<file path="src/rtl/scwe_defines.vh">
// constants of the sync channel word encoder: register map, reset values,
// sync type codes, classification selectors and word slot lengths.
// assumes inclusion by bare name from rtl/ files only.
`ifndef SCWE_DEFINES_VH
`define SCWE_DEFINES_VH

// register addresses
`define SCWE_ADDR_DATA_TRAIN 8'h82
`define SCWE_ADDR_SYNC_ID 8'h83
`define SCWE_ADDR_BLACK_CODE 8'h84
`define SCWE_ADDR_IMAGE_CODE 8'h85
`define SCWE_ADDR_CRC_CODE 8'h86
`define SCWE_ADDR_TRAIN_CODE 8'h87
`define SCWE_ADDR_FORMAT 8'h88

// register reset values
`define SCWE_RST_DATA_TRAIN 10'h3a6
`define SCWE_RST_SYNC_ID 10'h02a
`define SCWE_RST_BLACK_CODE 10'h015
`define SCWE_RST_IMAGE_CODE 10'h035
`define SCWE_RST_CRC_CODE 10'h059
`define SCWE_RST_TRAIN_CODE 10'h3a6
`define SCWE_RST_FORMAT 1'h0

// sync type field values
`define SCWE_TYPE_FRAME_BEGIN 3'h5
`define SCWE_TYPE_FRAME_FINISH 3'h6
`define SCWE_TYPE_ROW_BEGIN 3'h1
`define SCWE_TYPE_ROW_FINISH 3'h2

// sync request selector from the sequencer
`define SCWE_SYNC_NONE 3'h0
`define SCWE_SYNC_FRAME_BEGIN 3'h1
`define SCWE_SYNC_FRAME_FINISH 3'h2
`define SCWE_SYNC_ROW_BEGIN 3'h3
`define SCWE_SYNC_ROW_FINISH 3'h4

// data class selector from the sequencer
`define SCWE_CLASS_TRAINING 2'h0
`define SCWE_CLASS_BLACK 2'h1
`define SCWE_CLASS_IMAGE 2'h2
`define SCWE_CLASS_CRC 2'h3

// link clock edges (both edges count, ddr) per word slot
`define SCWE_SLOT_EDGES_10 4'ha
`define SCWE_SLOT_EDGES_8 4'h8

`endif

</file>
<file path="src/rtl/scwe_link_slot.v">
// word slot timing: samples the link clock and emits one tick per word.
// assumes link_clk is asynchronous to clk and much slower (80 ns vs 8 ns).
`timescale 1ns/1ps
`include "scwe_defines.vh"

module scwe_link_slot (
  // clock and reset
  input wire clk,
  input wire rst,
  // link side
  input wire link_clk,
  input wire mode_8bit,
  // slot timing
  output reg slot_tick
);

reg link_meta;
reg link_sync;
reg link_prev;
reg [3:0] edge_cnt;
wire link_edge;
wire [3:0] edges_per_slot;

assign link_edge = link_sync ^ link_prev;
assign edges_per_slot = mode_8bit ? `SCWE_SLOT_EDGES_8 : `SCWE_SLOT_EDGES_10;

always @(posedge clk) begin
  if (rst) begin
    link_meta <= 1'b0;
    link_sync <= 1'b0;
    link_prev <= 1'b0;
  end else begin
    link_meta <= link_clk;
    link_sync <= link_meta;
    link_prev <= link_sync;
  end
end

// one slot per word length of ddr bits
always @(posedge clk) begin
  if (rst) begin
    edge_cnt <= 4'h0;
    slot_tick <= 1'b0;
  end else begin
    slot_tick <= 1'b0;
    if (link_edge) begin
      if (edge_cnt >= edges_per_slot - 4'h1) begin
        edge_cnt <= 4'h0;
        slot_tick <= 1'b1;
      end else begin
        edge_cnt <= edge_cnt + 4'h1;
      end
    end
  end
end

endmodule // scwe_link_slot

</file>
<file path="src/rtl/scwe_win_prio.v">
// highest active window finder over 32 window flags.
// assumes flags come from logic on the same clock.
`timescale 1ns/1ps

module scwe_win_prio (
  // window flags
  input wire [31:0] win_active,
  // result
  output reg [4:0] win_id,
  output reg win_any
);

integer i;

// later (higher) index overrides lower ones
always @* begin
  win_id = 5'h00;
  win_any = 1'b0;
  for (i = 0; i < 32; i = i + 1) begin
    if (win_active[i]) begin
      win_id = i[4:0];
      win_any = 1'b1;
    end
  end
end

endmodule // scwe_win_prio

</file>
<file path="src/rtl/scwe_sync_encoder.v">
// sync channel word encoder: builds sync, window number and class words
// and the 32 data channel words for each word slot of the link.
// assumes the sequencer on clk presents slot requests, held until slot_taken;
// link_clk and adc_mode come from outside the clock domain.
`timescale 1ns/1ps
`include "scwe_defines.vh"

module scwe_sync_encoder (
  // clock and reset
  input wire clk,
  input wire rst,
  // link clock and mode pin
  input wire link_clk,
  input wire adc_mode,
  // register port
  input wire [7:0] reg_addr,
  input wire [9:0] reg_wdata,
  input wire reg_wr,
  output reg [9:0] reg_rdata,
  // sequencer request for the next slot
  input wire [2:0] sync_req,
  input wire [1:0] class_req,
  input wire [31:0] win_active,
  input wire [319:0] pix_data,
  output reg slot_taken,
  // slot output to the serializers
  output reg [9:0] sync_word,
  output reg [319:0] chan_data,
  output reg word_valid,
  output reg window_word,
  // status
  output reg mode_conflict,
  output reg seq_error
);

////////////////////////////////////////////////////////////////////////////////
// functions

// sync type code for a request selector
function [2:0] type_code;
  input [2:0] req;
  begin
    case (req)
      `SCWE_SYNC_FRAME_BEGIN: type_code = `SCWE_TYPE_FRAME_BEGIN;
      `SCWE_SYNC_FRAME_FINISH: type_code = `SCWE_TYPE_FRAME_FINISH;
      `SCWE_SYNC_ROW_BEGIN: type_code = `SCWE_TYPE_ROW_BEGIN;
      `SCWE_SYNC_ROW_FINISH: type_code = `SCWE_TYPE_ROW_FINISH;
      default: type_code = 3'h0;
    endcase
  end
endfunction

// word narrowing: 8-bit mode keeps bits 9:2 in the low byte
function [9:0] fit_word;
  input [9:0] w;
  input m8;
  begin
    if (m8) begin
      fit_word = {2'h0, w[9:2]};
    end else begin
      fit_word = w;
    end
  end
endfunction

// register index for an address; shared by the write and read decoders
localparam SEL_DATA_TRAIN = 3'h0;
localparam SEL_SYNC_ID = 3'h1;
localparam SEL_BLACK_CODE = 3'h2;
localparam SEL_IMAGE_CODE = 3'h3;
localparam SEL_CRC_CODE = 3'h4;
localparam SEL_TRAIN_CODE = 3'h5;
localparam SEL_FORMAT = 3'h6;
localparam SEL_NONE = 3'h7;

function [2:0] reg_sel;
  input [7:0] addr;
  begin
    case (addr)
      `SCWE_ADDR_DATA_TRAIN: reg_sel = SEL_DATA_TRAIN;
      `SCWE_ADDR_SYNC_ID: reg_sel = SEL_SYNC_ID;
      `SCWE_ADDR_BLACK_CODE: reg_sel = SEL_BLACK_CODE;
      `SCWE_ADDR_IMAGE_CODE: reg_sel = SEL_IMAGE_CODE;
      `SCWE_ADDR_CRC_CODE: reg_sel = SEL_CRC_CODE;
      `SCWE_ADDR_TRAIN_CODE: reg_sel = SEL_TRAIN_CODE;
      `SCWE_ADDR_FORMAT: reg_sel = SEL_FORMAT;
      default: reg_sel = SEL_NONE;
    endcase
  end
endfunction

////////////////////////////////////////////////////////////////////////////////
// mode pin synchroniser

reg adc_meta;
reg adc_sync;
reg format_8bit;
wire mode_8bit;

// limitation: moving the pin outside reset can cut one slot short
always @(posedge clk) begin
  if (rst) begin
    adc_meta <= 1'b0;
    adc_sync <= 1'b0;
  end else begin
    adc_meta <= adc_mode;
    adc_sync <= adc_meta;
  end
end

// the pin sets the word width; the format bit only has to agree
assign mode_8bit = adc_sync;

////////////////////////////////////////////////////////////////////////////////
// configuration registers

reg [9:0] data_training_pattern;
reg [9:0] sync_identifier;
reg [9:0] black_class_code;
reg [9:0] image_class_code;
reg [9:0] crc_class_code;
reg [9:0] training_class_code;
wire [2:0] addr_sel;

// one decode feeds both the write and the read path
assign addr_sel = reg_sel(reg_addr);

always @(posedge clk) begin
  if (rst) begin
    data_training_pattern <= `SCWE_RST_DATA_TRAIN;
    sync_identifier <= `SCWE_RST_SYNC_ID;
    black_class_code <= `SCWE_RST_BLACK_CODE;
    image_class_code <= `SCWE_RST_IMAGE_CODE;
    crc_class_code <= `SCWE_RST_CRC_CODE;
    training_class_code <= `SCWE_RST_TRAIN_CODE;
    format_8bit <= `SCWE_RST_FORMAT;
  end else if (reg_wr) begin
    case (addr_sel)
      SEL_DATA_TRAIN: data_training_pattern <= reg_wdata;
      SEL_SYNC_ID: sync_identifier <= reg_wdata;
      SEL_BLACK_CODE: black_class_code <= reg_wdata;
      SEL_IMAGE_CODE: image_class_code <= reg_wdata;
      SEL_CRC_CODE: crc_class_code <= reg_wdata;
      SEL_TRAIN_CODE: training_class_code <= reg_wdata;
      SEL_FORMAT: format_8bit <= reg_wdata[0];
      default: format_8bit <= format_8bit;
    endcase
  end
end

// read data one cycle after the address; unmapped reads as zero
always @(posedge clk) begin
  if (rst) begin
    reg_rdata <= 10'h000;
  end else begin
    case (addr_sel)
      SEL_DATA_TRAIN: reg_rdata <= data_training_pattern;
      SEL_SYNC_ID: reg_rdata <= sync_identifier;
      SEL_BLACK_CODE: reg_rdata <= black_class_code;
      SEL_IMAGE_CODE: reg_rdata <= image_class_code;
      SEL_CRC_CODE: reg_rdata <= crc_class_code;
      SEL_TRAIN_CODE: reg_rdata <= training_class_code;
      SEL_FORMAT: reg_rdata <= {8'h00, adc_sync, format_8bit};
      default: reg_rdata <= 10'h000;
    endcase
  end
end

// flags a format bit that disagrees with the pin; the pin still wins
always @(posedge clk) begin
  if (rst) begin
    mode_conflict <= 1'b0;
  end else begin
    mode_conflict <= format_8bit ^ adc_sync;
  end
end

////////////////////////////////////////////////////////////////////////////////
// slot timing and window priority

wire slot_tick;
wire [4:0] top_win;
wire any_win;

// both link edges count: five link periods per 10-bit slot
scwe_link_slot u_slot (
  .clk(clk),
  .rst(rst),
  .link_clk(link_clk),
  .mode_8bit(mode_8bit),
  .slot_tick(slot_tick)
);

// purely combinational; the result is only sampled on a slot tick
scwe_win_prio u_prio (
  .win_active(win_active),
  .win_id(top_win),
  .win_any(any_win)
);

////////////////////////////////////////////////////////////////////////////////
// sync channel word selection

// a window number is owed after every sync word, frame or row
reg id_pending;
reg [4:0] id_hold;
reg [9:0] next_sync_word;
reg next_is_id;
reg [9:0] class_word;
wire [9:0] sync_code_10;
wire [9:0] sync_code_8;
wire sync_now;

assign sync_now = (sync_req != `SCWE_SYNC_NONE) && !id_pending;
assign sync_code_10 = {type_code(sync_req), sync_identifier[6:0]};
assign sync_code_8 = {2'h0, type_code(sync_req), sync_identifier[6:2]};

always @* begin
  case (class_req)
    `SCWE_CLASS_BLACK: class_word = black_class_code;
    `SCWE_CLASS_IMAGE: class_word = image_class_code;
    `SCWE_CLASS_CRC: class_word = crc_class_code;
    default: class_word = training_class_code;
  endcase
end

// priority: owed window number, then sync code, then class code
always @* begin
  next_is_id = 1'b0;
  if (id_pending) begin
    next_is_id = 1'b1;
    if (mode_8bit) begin
      next_sync_word = {3'h0, id_hold, 2'h0};
    end else begin
      next_sync_word = {5'h00, id_hold};
    end
  end else if (sync_now) begin
    if (mode_8bit) begin
      next_sync_word = sync_code_8;
    end else begin
      next_sync_word = sync_code_10;
    end
  end else begin
    next_sync_word = fit_word(class_word, mode_8bit);
  end
end

always @(posedge clk) begin
  if (rst) begin
    id_pending <= 1'b0;
    id_hold <= 5'h00;
  end else if (slot_tick) begin
    if (id_pending) begin
      id_pending <= 1'b0;
    end else if (sync_now) begin
      // black lines also carry the number; the receiver drops it
      id_pending <= 1'b1;
      id_hold <= top_win;
    end
  end
end

////////////////////////////////////////////////////////////////////////////////
// data channel words

wire training_slot;
wire [9:0] train_word;

// sync and window number slots always carry pixels, never training
assign training_slot = !id_pending && !sync_now && (class_req == `SCWE_CLASS_TRAINING);
assign train_word = fit_word(data_training_pattern, mode_8bit);

// one flop group per channel; training and pixels share the slot tick
genvar ch;
generate
  for (ch = 0; ch < 32; ch = ch + 1) begin : g_chan
    always @(posedge clk) begin
      if (rst) begin
        chan_data[ch*10 +: 10] <= 10'h000;
      end else if (slot_tick) begin
        if (training_slot) begin
          chan_data[ch*10 +: 10] <= train_word;
        end else begin
          chan_data[ch*10 +: 10] <= fit_word(pix_data[ch*10 +: 10], mode_8bit);
        end
      end
    end
  end
endgenerate

////////////////////////////////////////////////////////////////////////////////
// slot outputs

// sync word and data words update on the same tick
always @(posedge clk) begin
  if (rst) begin
    sync_word <= 10'h000;
    word_valid <= 1'b0;
    window_word <= 1'b0;
    slot_taken <= 1'b0;
  end else begin
    word_valid <= slot_tick;
    // a window slot leaves the request standing for the next slot
    slot_taken <= slot_tick && !id_pending;
    if (slot_tick) begin
      sync_word <= next_sync_word;
      window_word <= next_is_id;
    end
  end
end

////////////////////////////////////////////////////////////////////////////////
// bracket tracking

// row codes must alternate; a frame begin opens a row too
reg row_open;

always @(posedge clk) begin
  if (rst) begin
    row_open <= 1'b0;
    seq_error <= 1'b0;
  end else if (slot_tick && sync_now) begin
    case (sync_req)
      `SCWE_SYNC_FRAME_BEGIN, `SCWE_SYNC_ROW_BEGIN: begin
        if (row_open) begin
          seq_error <= 1'b1;
        end
        row_open <= 1'b1;
      end
      `SCWE_SYNC_FRAME_FINISH, `SCWE_SYNC_ROW_FINISH: begin
        if (!row_open) begin
          seq_error <= 1'b1;
        end
        row_open <= 1'b0;
      end
      default: row_open <= row_open;
    endcase
  end
end

endmodule // scwe_sync_encoder

</file>
<file path="config.mk">
export PLATFORM = sky130hd
export DESIGN_NAME = scwe_sync_encoder
export DESIGN_NICKNAME = d
export VERILOG_FILES = /design/src/rtl/scwe_link_slot.v /design/src/rtl/scwe_win_prio.v /design/src/rtl/scwe_sync_encoder.v
export VERILOG_INCLUDE_DIRS = /design/src /design/src/rtl
export SDC_FILE = /design/constraint.sdc
export NUM_CORES = 1
export LEC_CHECK = 0
export BUFFER_PORTS_ARGS = -buffer_cell sky130_fd_sc_hd__buf_4
export CORE_AREA = 2 2 283 285
export CTS_CLUSTER_SIZE = 16
export DETAILED_ROUTE_END_ITERATION = 10
export DIE_AREA = 0 0 285 287
export GPL_TIMING_DRIVEN = 0
export PLACE_DENSITY_LB_ADDON = 0.2
export SYNTH_ARGS = -nofsm -noshare
export SYNTH_HDL_FRONTEND = slang
export SYNTH_SLANG_ARGS = --single-unit
</file>
<file path="constraint.sdc">
create_clock -name clk -period 6.9 [get_ports clk]
set_input_delay 1.38 -clock clk [delete_from_list [all_inputs] [get_ports clk]]
set_output_delay 1.38 -clock clk [all_outputs]
set_load 0.01 [all_outputs]
</file>
==> flow_metrics.py <==
metrics = {
    "drt": {
        "drc": 0,
        "routedWlPerCell_microns": 24.5,
        "drt_iter0_markers": 1124,
        "finalWirelength_mm": 102,
        "vias": 20400,
        "drtPass1Iterations": 5,
        "ant_nets": 0,
        "via_per_inst": 4.89,
    },
    "worst_setup_path": {
        "crit_chain": "clkbuf_1, or3_1, buf_2, or4_1, buf_4, and2_1, clkbuf_1, clkbuf_1, a21oi_1, nor3_1",
        "critical_path.max_stage_delay_ns": 0.79,
        "crit_path_start": "sync_req[0]",
        "end_kind": "flip-flop",
        "path_common_cell": "clkbuf_1",
        "path_class": "in -> reg",
        "worstSetupStartpointType": "input pin",
        "crit_fanout": 10,
        "crit_slowest_cell": "clkbuf_1",
        "rrSetupSlack_ns": 3.38,
        "cp_num_buf_inv": 5,
        "timing.rr.start": "u_slot.slot_tick$_SDFF_PP0_",
        "rr_worst_depth": 6,
        "cp.arrival_ns": 4.15,
        "worst_r2r_endpoint": "sync_word[1]$_SDFFE_PP0P_",
        "cp.required_ns": 7.40,
        "critPathTopFamily": "buffers and inverters",
    },
    "final_layout": {
        "seqCellArea_sq_um": 8470,
        "fill_cells": 8323,
        "nNetsFinal": 3457,
        "post-route-util_pct": 37.3,
        "multi_input_area_sq_um": 11400,
        "drive_above_1_share_pct": 44.7,
        "area_growth_pct": 40.6,
        "final_area_sq_um": 29300,
    },
    "timing": {
        "layout_min_cycle_time_ns": 3.65,
        "tightest_slew_ns": 1.09,
        "hold_viol_final": 0,
        "setup_tns_ns": 0,
        "fin_skew_ns": 0.0230,
        "slew-limit-headroom_pct": 26.7,
        "rsz0062_at_grt": "false",
        "final-setup-viol-count": 0,
        "final.setup.worst_slack_ns": 3.25,
        "period_share_pct": 52.9,
        "maxSlewViolCount": 0,
        "fmax_ghz": 0.274,
    },
    "clocking": {
        "cts_sinks": 423,
        "cts_resized": 0,
        "clk_pin_slew_ns": 0.05,
        "postCtsHoldBufs": 0,
        "cts_tree": "done",
        "htree_levels": 2,
        "cts_buffers": 53,
        "clk_path_buf_depth": 3,
        "clk_latency_ns": 0.60,
        "cts_root_buffer": "clkbuf_16",
        "postCtsSetupBuffers": 0,
    },
    "floorplan": {
        "dieWidth_microns": 285,
        "die-area_sq_um": 81800,
        "die_y_microns": 287,
        "core_sq_um": 78600,
        "rows": 103,
        "start_util_pct": 26.5,
        "ios": 725,
    },
    "synthesis": {
        "synth_commonest_cells": "423 x dfxtp_1, 397 x nor2_1, 265 x mux2_2, 239 x a21oi_1, 222 x nor3_1",
        "yosys_warnings": 0,
        "syn_nets": 2683,
        "synth_area_leaders": "dfxtp_1 41%, mux2_2 14%, nor2_1 7.2%",
        "yosysMostFrequentCell": "dfxtp_1",
        "synth_edf_count": 0,
        "syn_area_per_cell_sq_um": 9.06,
        "yosys_register_bits": 423,
        "seq_area_frac_synth_pct": 40.6,
        "postSynth.asyncResetShare_pct": 0,
        "synth_top_area_share_pct": 40.6,
        "synth_area_leader_cell": "dfxtp_1",
        "syn_area_sq_um": 20800,
        "syn_inst": 2299,
        "ys_types": 55,
        "synth_ff_type": "dfxtp_1",
    },
    "placed_design": {
        "dp_slack_ns": 2.48,
        "gp_congestion": 0.886,
        "io_buffers": 719,
        "place_hpwl_mm": 77.9,
        "placed_area_sq_um": 27600,
    },
    "power": {
        "p_leak_nw": 12.0,
        "ir_drop_uv": 169,
        "power_density_nw_per_um2": 200,
        "p_total_mw": 5.85,
    },
    "global_route": {
        "grt_pass1_vias": 19800,
        "antenna_found_initial": 7,
        "grt_pass1_wl_mm": 142,
        "grtUsageTotal_pct": 23.7,
        "grt_max_degree": 14,
        "overflow": 0,
    },
    "hold_path": {
        "hold_path_class": "reg -> reg",
        "min_to": "adc_sync$_SDFF_PP0_",
        "min_delay_path_depth": 1,
        "worstHoldStart": "adc_meta$_SDFF_PP0_",
    },
    "status": {
        "status": "finished clean",
    },
    "flow_run": {
        "drv_cap": 0,
    },
}
[cell type report]
cell class / instances / area share, %
diodes: 3 / 0.0256
plain buffers: 210 / 3.26
clock buffers: 86 / 5.64
clock inverters: 6 / 0.307
inverters: 13 / 0.167
multi-input cells: 1653 / 38.8
flip-flops and latches: 423 / 28.9
well taps: 1050 / 4.48
repair buffers: 719 / 18.4
[worst max-delay path by stage]
stage / end / slack [ns] / cells after the start
2_1_floorplan: chan_data[118]$_SDFFE_PP0P_ / 3.49 / 10
3_3_place_gp: chan_data[249]$_SDFFE_PP0P_ / 2.46 / 9
3_5_place_dp: chan_data[249]$_SDFFE_PP0P_ / 2.48 / 9
4_1_cts: chan_data[249]$_SDFFE_PP0P_ / 3.11 / 9
5_1_grt: chan_data[98]$_SDFFE_PP0P_ / 2.98 / 10
6_report: chan_data[158]$_SDFFE_PP0P_ / 3.25 / 10
[report_power, final]
part	internal [mW]	switching, mW
combinational	0.281	0.299
sequential	2.45	0.00463
clock	1.69	1.12
total	4.43	1.43
[worst reg2reg max path, delay by kind of cell (launching register included)]
| family | cells | cell delay (ns) |
|---|---|---|
| DFF | 1 | 0.33 |
| and+or+nand+nor | 2 | 0.28 |
| buffers and inverters | 4 | 2.82 |
[layer usage]
layer | part of all wire, % | up-vias | routed length (microns) | track usage, %
met5 | 0.029 | - | 30 | 0
met4 | 3.1 | 4 | 3200 | 7.36
met3 | 6.4 | 159 | 6560 | 5.02
met2 | 48 | 723 | 48600 | 40.1
met1 | 43 | 9827 | 43400 | 30.1
li1 | - | 9653 | - | -
[placed cells by master, fill, tap and decap left out, types with 10 or more instances in the layout]
cell / instances
inv_1: 12
nand2_1: 56
nor2_1: 397
clkbuf_1: 156
mux4_2: 12
clkbuf_8: 16
clkbuf_16: 55
mux2_2: 265
o21ai_0: 28
nor2b_1: 12
mux2i_1: 80
nor3_1: 222
buf_4: 720
a21oi_1: 239
dfxtp_1: 423
buf_2: 47
buf_6: 14
a22oi_1: 10
nor3_2: 120
a21oi_2: 120
[state kept, by name, summed over array words and instances (netlist names), 4 cells and up]
name / cells
sync_word: 10
black_class_code: 10
data_training_pattern: 10
training_class_code: 10
id_hold: 5
chan_data: 320
crc_class_code: 10
reg_rdata: 10
sync_identifier: 10
u_slot.edge_cnt: 4
image_class_code: 10
[logic make-up (layout without fill, tap and decap cells)]
kind of cell | count (synthesis) | in the layout | synth area share (%)
AND/OR/NAND/NOR | 847 | 847 | 20.9
AO/OA/AOI/OAI | 439 | 439 | 13.7
flip-flops | 423 | 423 | 40.6
multiplexers | 357 | 357 | 19.5
buffers and inverters | 223 | 1034 | 4.82
XOR/XNOR | 6 | 6 | 0.252
adder cells (fa/ha/maj) | 4 | 4 | 0.240
other | 0 | 3 | 0
[stage by stage]
stage | cells | hold WS, ns
finish | 4163 | 0.444
global route | 4162 | 0.466
CTS | 4160 | 0.449
detailed placement | 4068 | 0.432
global placement | 4068 | 0.441
floorplan | 2299 | 0.414
Note: power is estimated with default switching activity, not from simulation.
